### src/verilog/gpio_group_pkg.sv
/*
  Constants for one GPIO port group: register map, field positions, reset values.
  Assumes a 32-bit APB master and a 50 MHz ref_clk.
*/
// Notes on behaviour
// - with output off and pull on, pull up if direction 1, else down
// - input path and output driver enabled independently; neither and no pull floats
// - non-GPIO pins: GPIO control bits read 0, clearing select returns reset state
// - peripheral-selected pins take direction and data from the peripheral
// - enabled GPIO output drives the output value bit
// - input value read shows the pin sampled one clock before the read; here four clocks before the setup edge, debounce off
// - per-pin debounce enable suppresses pulses shorter than the sampling time
// - sampling time spans two to three filter clock periods
// - sleep with filter clock stopped bypasses debounce
// - reset request when all pins of the selected key set are low
// - key reset follows the filtered levels, immediate when debounce is off
// - key pins remain normal GPIO inputs with working interrupts
// - flag sets on falling edge if edge select is 1, rising if 0
// - writing 1 clears a flag, writing 0 does nothing
// - interrupt request only while a flag and its enable are both set
// - group summary follows enabled flags only
// - interrupts only on interrupt-capable pins in GPIO mode
// - data register: output values in 15..8, read-only inputs in 7..0
// - input value reads 0 while input enable is 0
// - output enable 0 puts the driver in high impedance
package gpio_group_pkg;
  localparam int NPIN = 8;
  // byte addresses of the registers
  localparam logic [7:0] ADDR_DATA = 8'h00;
  localparam logic [7:0] ADDR_IOEN = 8'h04;
  localparam logic [7:0] ADDR_RCTL = 8'h08;
  localparam logic [7:0] ADDR_INTF = 8'h0c;
  localparam logic [7:0] ADDR_INTCTL = 8'h10;
  localparam logic [7:0] ADDR_CHATEN = 8'h14;
  localparam logic [7:0] ADDR_MODSEL = 8'h18;
  localparam logic [7:0] ADDR_FNCSEL = 8'h1c;
  localparam logic [7:0] ADDR_PCTL = 8'h20;
  localparam logic [7:0] ADDR_GRPF = 8'h24;
  // field positions: high and low byte of the 16-bit registers, key set select and sleep-stop bit
  localparam int HI_LSB = 8;
  localparam int LO_LSB = 0;
  localparam int KEY_LSB = 0;
  localparam int SLPSTOP_BIT = 4;
  // reset values
  localparam logic [7:0] RST_BYTE = 8'h00;
  localparam logic [15:0] RST_FNC = 16'h0000;
  localparam logic [1:0] RST_KEY = 2'h0;
  localparam logic [31:0] RST_RDATA = 32'h0000_0000;
  // filter: new level must be seen at this many consecutive ticks
  localparam int FILT_TICKS = 3;
  typedef enum logic [1:0] {KEY_OFF, KEY_P01, KEY_P012, KEY_P0123} keySet_t;
endpackage

### src/verilog/gpio_port_group.sv
/*
  One GPIO port group of eight pins: drive, pulls, peripheral handover,
  debounce, edge interrupts with group summary, key-entry reset, APB registers.
  Assumes pin inputs synchronous to ref_clk in principle, but still resyncs them;
  portFiltClk is a slow clock from the clock generator, sampled as a level.
*/
// Chosen here: the register addresses and the APB interface to the registers.
`timescale 1ns/1ns
module gpio_port_group #(
  parameter logic [7:0] GPIO_CAP = 8'hff,
  parameter logic [7:0] IRQ_CAP = 8'hff,
  parameter logic [7:0] FILT_CAP = 8'hff
) (
  // clock and reset
  input wire logic refClk,
  input wire logic arst_n,
  // apb slave
  input wire logic psel,
  input wire logic penable,
  input wire logic pwrite,
  input wire logic [7:0] paddr,
  input wire logic [31:0] pwdata,
  output logic [31:0] prdata,
  output logic pready,
  output logic pslverr,
  // pins
  input wire logic [7:0] pinIn,
  output logic [7:0] pinOut,
  output logic [7:0] pinOe,
  output logic [7:0] pullUpEn,
  output logic [7:0] pullDownEn,
  // peripheral side
  input wire logic [7:0] periphOut,
  input wire logic [7:0] periphOe,
  output logic [7:0] periphIn,
  output logic [15:0] periphFunc,
  // system
  input wire logic portFiltClk,
  input wire logic sleepMode,
  output logic irqReq,
  output logic keyResetReq
);

  ////////////////////////////////////////////////////////////////////////////
  // control registers
  logic [7:0] outQ, ienQ, oeQ, pdpuQ, renQ, flagQ, edgeQ, ieQ, chatQ, selQ;
  logic [15:0] fncQ;
  logic [1:0] keyQ;
  logic slpStopQ;
  logic prdyQ, errQ, irqQ, keyReqQ;
  logic [31:0] rdQ;
  logic [7:0] inValQ;
  logic [7:0] pinOutQ, pinOeQ, puQ, pdQ, perInQ;

  logic setupPh, wrEn, mapped;
  logic [7:0] wHi, wLo, flagSet, fltQ, fltPrevQ;

  assign setupPh = psel && !penable;
  assign wrEn = psel && penable && prdyQ && pwrite;
  assign wHi = pwdata[gpio_group_pkg::HI_LSB +: 8];
  assign wLo = pwdata[gpio_group_pkg::LO_LSB +: 8];

  function automatic logic isAddr(input logic [7:0] a, input logic [7:0] r);
    return wrEn && a == r;
  endfunction

  // GPIO-only bits are forced to zero on pins without GPIO
  function automatic logic [7:0] gpioBits(input logic [7:0] v);
    return v & GPIO_CAP;
  endfunction

  always_comb begin
    case (paddr)
      gpio_group_pkg::ADDR_DATA, gpio_group_pkg::ADDR_IOEN,
      gpio_group_pkg::ADDR_RCTL, gpio_group_pkg::ADDR_INTF,
      gpio_group_pkg::ADDR_INTCTL, gpio_group_pkg::ADDR_CHATEN,
      gpio_group_pkg::ADDR_MODSEL, gpio_group_pkg::ADDR_FNCSEL,
      gpio_group_pkg::ADDR_PCTL, gpio_group_pkg::ADDR_GRPF: mapped = 1'b1;
      default: mapped = 1'b0;
    endcase
  end

  always_ff @(posedge refClk or negedge arst_n) begin
    if (!arst_n) begin
      outQ <= gpio_group_pkg::RST_BYTE;
      ienQ <= gpio_group_pkg::RST_BYTE;
      oeQ <= gpio_group_pkg::RST_BYTE;
      pdpuQ <= gpio_group_pkg::RST_BYTE;
      renQ <= gpio_group_pkg::RST_BYTE;
      edgeQ <= gpio_group_pkg::RST_BYTE;
      ieQ <= gpio_group_pkg::RST_BYTE;
      chatQ <= gpio_group_pkg::RST_BYTE;
      selQ <= gpio_group_pkg::RST_BYTE;
      fncQ <= gpio_group_pkg::RST_FNC;
      keyQ <= gpio_group_pkg::RST_KEY;
      slpStopQ <= 1'b0;
    end else begin
      if (isAddr(paddr, gpio_group_pkg::ADDR_DATA)) begin
        outQ <= gpioBits(wHi);
      end
      if (isAddr(paddr, gpio_group_pkg::ADDR_IOEN)) begin
        ienQ <= gpioBits(wHi);
        oeQ <= gpioBits(wLo);
      end
      if (isAddr(paddr, gpio_group_pkg::ADDR_RCTL)) begin
        pdpuQ <= gpioBits(wHi);
        renQ <= gpioBits(wLo);
      end
      if (isAddr(paddr, gpio_group_pkg::ADDR_INTCTL)) begin
        edgeQ <= wHi & IRQ_CAP & GPIO_CAP;
        ieQ <= wLo & IRQ_CAP & GPIO_CAP;
      end
      if (isAddr(paddr, gpio_group_pkg::ADDR_CHATEN)) begin
        chatQ <= wLo & FILT_CAP;
      end
      if (isAddr(paddr, gpio_group_pkg::ADDR_MODSEL)) begin
        selQ <= wLo;
      end
      if (isAddr(paddr, gpio_group_pkg::ADDR_FNCSEL)) begin
        fncQ <= pwdata[15:0];
      end
      if (isAddr(paddr, gpio_group_pkg::ADDR_PCTL)) begin
        keyQ <= pwdata[gpio_group_pkg::KEY_LSB +: 2];
        slpStopQ <= pwdata[gpio_group_pkg::SLPSTOP_BIT];
      end
    end
  end

  ////////////////////////////////////////////////////////////////////////////
  // pin input synchroniser and filter clock tick
  logic [7:0] syncAQ, syncBQ;
  logic fcAQ, fcBQ, fcCQ, tick;

  always_ff @(posedge refClk or negedge arst_n) begin
    if (!arst_n) begin
      syncAQ <= gpio_group_pkg::RST_BYTE;
      syncBQ <= gpio_group_pkg::RST_BYTE;
      fcAQ <= 1'b0;
      fcBQ <= 1'b0;
      fcCQ <= 1'b0;
    end else begin
      syncAQ <= pinIn;
      syncBQ <= syncAQ;
      fcAQ <= portFiltClk;
      fcBQ <= fcAQ;
      fcCQ <= fcBQ;
    end
  end

  assign tick = fcBQ && !fcCQ;

  ////////////////////////////////////////////////////////////////////////////
  // debounce: a level passes once seen at three consecutive filter ticks,
  // i.e. held across two to three filter periods
  logic [7:0] smp1Q, smp2Q, bypass;
  logic slpStopped;

  // a stopped filter clock in sleep would freeze the pins, so bypass
  assign slpStopped = sleepMode && slpStopQ;
  assign bypass = ~chatQ | {8{slpStopped}};

  always_ff @(posedge refClk or negedge arst_n) begin
    if (!arst_n) begin
      smp1Q <= gpio_group_pkg::RST_BYTE;
      smp2Q <= gpio_group_pkg::RST_BYTE;
      fltQ <= gpio_group_pkg::RST_BYTE;
    end else begin
      if (tick) begin
        smp1Q <= syncBQ;
        smp2Q <= smp1Q;
      end
      for (int i = 0; i < 8; i++) begin
        if (bypass[i]) begin
          fltQ[i] <= syncBQ[i];
        end else if (tick && syncBQ[i] == smp1Q[i] && smp1Q[i] == smp2Q[i]) begin
          fltQ[i] <= smp2Q[i];
        end
      end
    end
  end

  ////////////////////////////////////////////////////////////////////////////
  // input value, edge flags, summary
  always_ff @(posedge refClk or negedge arst_n) begin
    if (!arst_n) begin
      inValQ <= gpio_group_pkg::RST_BYTE;
      fltPrevQ <= gpio_group_pkg::RST_BYTE;
    end else begin
      inValQ <= fltQ & ienQ & ~selQ & GPIO_CAP;
      fltPrevQ <= fltQ;
    end
  end

  always_comb begin
    for (int i = 0; i < 8; i++) begin
      flagSet[i] = (edgeQ[i] ? (fltPrevQ[i] && !fltQ[i])
                             : (!fltPrevQ[i] && fltQ[i]));
    end
    flagSet = flagSet & IRQ_CAP & GPIO_CAP & ~selQ;
  end

  // a new edge in the clearing cycle keeps the flag
  always_ff @(posedge refClk or negedge arst_n) begin
    if (!arst_n) begin
      flagQ <= gpio_group_pkg::RST_BYTE;
    end else if (isAddr(paddr, gpio_group_pkg::ADDR_INTF)) begin
      flagQ <= (flagQ & ~wLo) | flagSet;
    end else begin
      flagQ <= flagQ | flagSet;
    end
  end

  always_ff @(posedge refClk or negedge arst_n) begin
    if (!arst_n) begin
      irqQ <= 1'b0;
    end else begin
      irqQ <= |(flagQ & ieQ);
    end
  end

  ////////////////////////////////////////////////////////////////////////////
  // key-entry reset on the filtered levels of pins 0..3
  logic keyHit;

  always_comb begin
    case (gpio_group_pkg::keySet_t'(keyQ))
      gpio_group_pkg::KEY_OFF: keyHit = 1'b0;
      gpio_group_pkg::KEY_P01: keyHit = ~|fltQ[1:0];
      gpio_group_pkg::KEY_P012: keyHit = ~|fltQ[2:0];
      gpio_group_pkg::KEY_P0123: keyHit = ~|fltQ[3:0];
      default: keyHit = 1'b0;
    endcase
  end

  always_ff @(posedge refClk or negedge arst_n) begin
    if (!arst_n) begin
      keyReqQ <= 1'b0;
    end else begin
      keyReqQ <= keyHit;
    end
  end

  ////////////////////////////////////////////////////////////////////////////
  // pad and peripheral outputs
  always_ff @(posedge refClk or negedge arst_n) begin
    if (!arst_n) begin
      pinOutQ <= gpio_group_pkg::RST_BYTE;
      pinOeQ <= gpio_group_pkg::RST_BYTE;
      puQ <= gpio_group_pkg::RST_BYTE;
      pdQ <= gpio_group_pkg::RST_BYTE;
      perInQ <= gpio_group_pkg::RST_BYTE;
    end else begin
      pinOutQ <= (selQ & periphOut) | (~selQ & outQ);
      pinOeQ <= (selQ & periphOe) | (~selQ & oeQ);
      puQ <= ~selQ & ~oeQ & renQ & pdpuQ;
      pdQ <= ~selQ & ~oeQ & renQ & ~pdpuQ;
      perInQ <= selQ & syncBQ;
    end
  end

  ////////////////////////////////////////////////////////////////////////////
  // apb: read data is captured at the setup edge, write data at the end of the first access cycle, pready in that cycle
  logic [31:0] rdD;

  always_comb begin
    rdD = gpio_group_pkg::RST_RDATA;
    case (paddr)
      gpio_group_pkg::ADDR_DATA: rdD[15:0] = {outQ, inValQ};
      gpio_group_pkg::ADDR_IOEN: rdD[15:0] = {ienQ, oeQ};
      gpio_group_pkg::ADDR_RCTL: rdD[15:0] = {pdpuQ, renQ};
      gpio_group_pkg::ADDR_INTF: rdD[7:0] = flagQ;
      gpio_group_pkg::ADDR_INTCTL: rdD[15:0] = {edgeQ, ieQ};
      gpio_group_pkg::ADDR_CHATEN: rdD[7:0] = chatQ;
      gpio_group_pkg::ADDR_MODSEL: rdD[7:0] = selQ;
      gpio_group_pkg::ADDR_FNCSEL: rdD[15:0] = fncQ;
      gpio_group_pkg::ADDR_PCTL: rdD[4:0] = {slpStopQ, 2'b00, keyQ};
      gpio_group_pkg::ADDR_GRPF: rdD[0] = irqQ;
      default: rdD = gpio_group_pkg::RST_RDATA;
    endcase
  end

  always_ff @(posedge refClk or negedge arst_n) begin
    if (!arst_n) begin
      prdyQ <= 1'b0;
      errQ <= 1'b0;
      rdQ <= gpio_group_pkg::RST_RDATA;
    end else begin
      prdyQ <= setupPh;
      errQ <= setupPh && !mapped;
      if (setupPh && !pwrite) begin
        rdQ <= rdD;
      end
    end
  end

  assign prdata = rdQ;
  assign pready = prdyQ;
  assign pslverr = errQ;
  assign pinOut = pinOutQ;
  assign pinOe = pinOeQ;
  assign pullUpEn = puQ;
  assign pullDownEn = pdQ;
  assign periphIn = perInQ;
  assign periphFunc = fncQ;
  assign irqReq = irqQ;
  assign keyResetReq = keyReqQ;
endmodule

### config.mk
export PLATFORM = sky130hd
export DESIGN_NAME = gpio_port_group
export DESIGN_NICKNAME = d
export VERILOG_FILES = /design/src/verilog/gpio_group_pkg.sv /design/src/verilog/gpio_port_group.sv
export SDC_FILE = /design/constraint.sdc
export NUM_CORES = 1
export LEC_CHECK = 0
export BUFFER_PORTS_ARGS = -buffer_cell sky130_fd_sc_hd__buf_4
export CAP_MARGIN = 30
export CORE_MARGIN = 5
export CORE_UTILIZATION = 57
export DETAILED_ROUTE_END_ITERATION = 6
export PLACE_DENSITY = 0.86
export SETUP_SLACK_MARGIN = 0.15
export SKIP_CTS_REPAIR_TIMING = 1
export SLEW_MARGIN = 10
export SYNTH_ARGS = -nofsm -noshare
export SYNTH_HDL_FRONTEND = slang
export SYNTH_SLANG_ARGS = --single-unit
### constraint.sdc
create_clock -name refClk -period 3 [get_ports refClk]
set_input_delay 0.3 -clock refClk [delete_from_list [all_inputs] [get_ports refClk]]
set_output_delay 0.3 -clock refClk [all_outputs]
set_load 0.02 [all_outputs]
# == After elaboration in Yosys (flattened, before gate mapping) ==
# Cells that the tools add are included.
# totals
ff_bits,218
input_bits,71
output_inout_bits,92
elab_cells,210
# op_classes
eq_ne,28
n_mux,31
bitwise,24
n_reduce_logical,87
# op_table
op,n
bitwise AND 8 bit,14
logical AND 1 bit,49
NOT 8 bit,5
OR 8 bit,5
one-hot mux 8 bit (5 select lines),1
one-hot mux 4 bit (9 select lines),1
"== test 8 x 5 -> 1 bit, second input constant",4
two-way mux 1 bit,25
one-hot mux 3 bit (8 select lines),1
zero test 1 bit,23
== test 1 bit,16
"== test 8 x 4 -> 1 bit, second input constant",2
"== test 8 x 6 -> 1 bit, second input constant",2
nonzero test 2 bit,8
one-hot mux 1 bit (10 select lines),1
OR reduction 10 bit,1
"== test 8 x 3 -> 1 bit, second input constant",1
zero test 8 bit,1
two-way mux 8 bit,1
OR reduction 8 bit,1
"== test 2 bit, second input constant",2
one-hot mux 1 bit (4 select lines),1
OR reduction 4 bit,1
OR reduction 3 bit,1
3 further kinds,3

# == Longest topological paths before layout ==
# logic_depth
word_depth,6
mapped_depth,7

# == Worst setup path before layout ==
# Ideal clock, no wire load.
# synth_timing
path_kind,in2reg
startpoint,input port paddr[5]
endpoint,register pdpuQ[0]
setup_ns,0.125
arrival_ns,1.752
required_time_ns,2.875
path_slack_ns,1.123
cell_stages,5
path_buffers,2
path_cell_list,buf_6 or3_4 nor4_4 buf_8 mux2_4
# synth_between
elab_chain_len,2
# synth_lines
element,line,rtl
start: declaration,gpio_port_group.sv:21,"input wire logic [7:0] paddr,"
== test 8 x 4 -> 1 bit,gpio_port_group.sv:64,return wrEn && a == r;
logical AND 1 bit,gpio_port_group.sv:64,
end signal: assignment,gpio_port_group.sv:88,pdpuQ <= gpio_group_pkg::RST_BYTE;
end signal: assignment,gpio_port_group.sv:106,pdpuQ <= gpioBits(wHi);
end: declaration,gpio_port_group.sv:46,"logic [7:0] outQ, ienQ, oeQ, pdpuQ, renQ, flagQ, edgeQ, ieQ, chatQ, selQ;"
# Every way passes these cells.
# A chain may end at the register's enable or synchronous reset.

# == Worst setup path after layout ==
# layout_timing
startpoint,register prdyQ (netlist: pready)
endpoint,register ieQ[4]
# layout_between
elab_chain_len,3
# layout_lines
element,line,rtl
start: declaration,gpio_port_group.sv:50,"logic prdyQ, errQ, irqQ, keyReqQ;"
start signal: assignment,gpio_port_group.sv:288,prdyQ <= setupPh;
logical AND 1 bit (2 in a row),gpio_port_group.sv:59,assign wrEn = psel && penable && prdyQ && pwrite;
logical AND 1 bit,gpio_port_group.sv:64,
end signal: assignment,gpio_port_group.sv:91,ieQ <= gpio_group_pkg::RST_BYTE;
end signal: assignment,gpio_port_group.sv:111,ieQ <= wLo & IRQ_CAP & GPIO_CAP;
end: declaration,gpio_port_group.sv:46,
# Every way passes these cells.

==> impl_metrics.env <==
export IMPL_clock_sinks=218
export IMPL_critPathLaunchType="register"
export IMPL_dr_vias_cell=5.92
export IMPL_timing_hold_worst_class="primary input to register"
export IMPL_asyncSetResetFlopFracSynth_pct=100
export IMPL_synth_top_area_share_pct=58.8
export IMPL_crit_chain="and4_1 > nand2_1 > nor2_4 > mux2_2"
export IMPL_ys_top_cells_by_area="dfrtp_1 (59%), mux2_2 (13%), nand2_1 (4.0%)"
export IMPL_hold_worst_slack_ps=24.6
export IMPL_timing_limited_maximum_frequency_mhz=494
export IMPL_final_fill_count=1077
export IMPL_clk_insertion_delay_late_ps=500
export IMPL_grt_max_degree=98
export IMPL_critical_path_n_buffers_inverters=0
export IMPL_number_of_antenna_violations_at_the_first_check_in_global_routing=0
export IMPL_yosysUniqueCellTypes=57
export IMPL_total_power_divided_by_cell_area_mw_per_mm2=540
export IMPL_report_final_slew_viol_count=0
export IMPL_die_height_um=138
export IMPL_cts_tree="yes"
export IMPL_clock_slew_at_reported_path_ffs_ps=60
export IMPL_synthesis_area_mm2=0.00927
export IMPL_layout_cells_most_common="dfrtp_1"
export IMPL_layout_worst_path_cycle_share_pct=67.5
export IMPL_initial_utilization_pct=58.2
export IMPL_finalSetupViolations=0
export IMPL_synth_ff_latch_count=218
export IMPL_grt_setup_unrepaired="no"
export IMPL_die_area_mm2=0.0189
export IMPL_fin_setup_tns_ps=0
export IMPL_critical_path_required_ps=3370
export IMPL_synth_yosys_warnings=0
export IMPL_postRouteWirelength_um=23000
export IMPL_max_cap_viol_count=0
export IMPL_regArea_mm2=0.00546
export IMPL_fin_worst_skew_ps=13.6
export IMPL_setup_slack_ps=976
export IMPL_htree_levels=1
export IMPL_die_w_um=138
export IMPL_most_common_layout_cells="dfrtp_1 (218), buf_4 (138), mux2_2 (103)"
export IMPL_grt_overflow_total=0
export IMPL_ys_flop_type="dfrtp_1"
export IMPL_io_pins=163
export IMPL_worst_path_max_fanout=16
export IMPL_violations="DRC"
export IMPL_setup_worst_path_class="register to register"
export IMPL_synth_edff_count=0
export IMPL_r2r_setup_slack_ps=980
export IMPL_placement_setup_worst_slack_ps=760
export IMPL_synth_yosys_seq_area_share_pct=58.8
export IMPL_detailedPlacementHpwl_um=15600
export IMPL_netlist_top_cell_by_area="dfrtp_1"
export IMPL_first_pass_iters=7
export IMPL_multi_input_area_mm2=0.00355
export IMPL_hold_viol=0
export IMPL_tightest_slew_ps=846
export IMPL_max_slew_margin_rel_pct=43.5
export IMPL_number_of_global_route_vias_before_repair=6600
export IMPL_num_vias=6568
export IMPL_timing_final_crit_period_ps=2020
export IMPL_grt_use_total_pct=24.5
export IMPL_tritoncts_num_buffers=23
export IMPL_fp_coreArea_mm2=0.0159
export IMPL_critical_path_top_delay_family="simple AND/OR/NAND/NOR gates"
export IMPL_row_count=46
export IMPL_status="finished, violations left"
export IMPL_power_ir_vdd_worst_v=0.000343
export IMPL_insertedDiodeCount=0
export IMPL_drt_iter0_drc=750
export IMPL_postRouteAntennaNets=0
export IMPL_synthesis_area_per_instance_um2=12.5
export IMPL_grt_pass1_wl_um=35900
export IMPL_syn_inst=742
export IMPL_setup_worst_path_end_class="register"
export IMPL_cts_max_path_bufs=3
export IMPL_wire_per_inst_um=20.7
export IMPL_ctsRootBufferMaster="clkbuf_16"
export IMPL_timing_critical_path_slowest_stage_cell="nor2_4"
export IMPL_cellLeakagePower_nw=5.43
export IMPL_port_buffer_count=130
export IMPL_timing_critical_path_slowest_cell_delay_ps=540
export IMPL_globalplace_congestion=0.942
export IMPL_arrival_time_worst_endpoint_ps=2400
export IMPL_nets=952
export IMPL_synthToLayoutAreaGrowth_pct=20.8
export IMPL_drive_gt1_share_pct=33.8
export IMPL_detail_route_drc_violations=1
[kinds of logic after synthesis]
| kind of cell | Yosys count | synth area share [%] |
|---|---|---|
| AO/OA/AOI/OAI | 102 | 7.52 |
| buffers and inverters | 55 | 3.45 |
| flip-flops | 218 | 58.8 |
| multiplexers | 135 | 17.1 |
| other | 1 | 0.0404 |
| AND/OR/NAND/NOR | 231 | 13.1 |
[cell usage after synthesis (15+ instances only)]
cell type,n
a21oi_1,21
a22oi_1,15
buf_4,21
clkbuf_1,19
dfrtp_1,218
mux2_2,103
mux2i_1,15
nand2_1,100
nor2_1,47
nor3_1,16
o21ai_0,20
[power breakdown]
part           switching [W]  internal, W
Combinational       0.000214     0.000123
Clock                0.00107      0.00159
Sequential         0.0000564      0.00301
Total                0.00134      0.00472
[worst paths after layout]
check | start | cells past startpoint | endpoint
max in group asynchronous | arst_n | 3 | flagQ[6]$_DFF_PN0_
worst max register to register | pready$_DFF_PN0_ | 4 | ieQ[4]$_DFFE_PN0P_
min in group asynchronous | arst_n | 2 | periphIn[4]$_DFF_PN0_
worst min-delay path | periphOut[1] | 2 | pinOut[1]$_DFF_PN0_
worst min register to register | syncAQ[6]$_DFF_PN0_ | 0 | syncBQ[6]$_DFF_PN0_
worst max-delay path | pready$_DFF_PN0_ | 4 | ieQ[4]$_DFFE_PN0P_
[cell type report]
type / count / share of cell area [%]
timing repair buffer: 152 / 10.8
clock buffer: 34 / 5.87
clock inverter: 3 / 0.391
inverter: 2 / 0.0670
multi-input combinational: 484 / 31.7
tap: 216 / 2.41
sequential: 218 / 48.7
[metal layers]
layer | wire length (µm) | global-route usage [%]
met1 | 9070 | 33.8
met2 | 11100 | 39.3
met3 | 2080 | 3.91
met4 | 722 | 9.37
met5 | 0 | 0
[per-stage QoR]
stage | total power, W | instances | instance area [µm²] | util [%]
2_1_floorplan | 0.00326 | 757 | 9330 | -
3_3_place_gp | 0.00343 | 1062 | 10400 | 65.2
3_5_place_dp | 0.00344 | 1062 | 10400 | 65.2
4_1_cts | 0.00609 | 1099 | 11100 | 69.6
5_1_grt | 0.00626 | 1109 | 11200 | 70.2
6_report | 0.00605 | 1109 | 11200 | 70.2
Power figures use the tool's default switching activity.
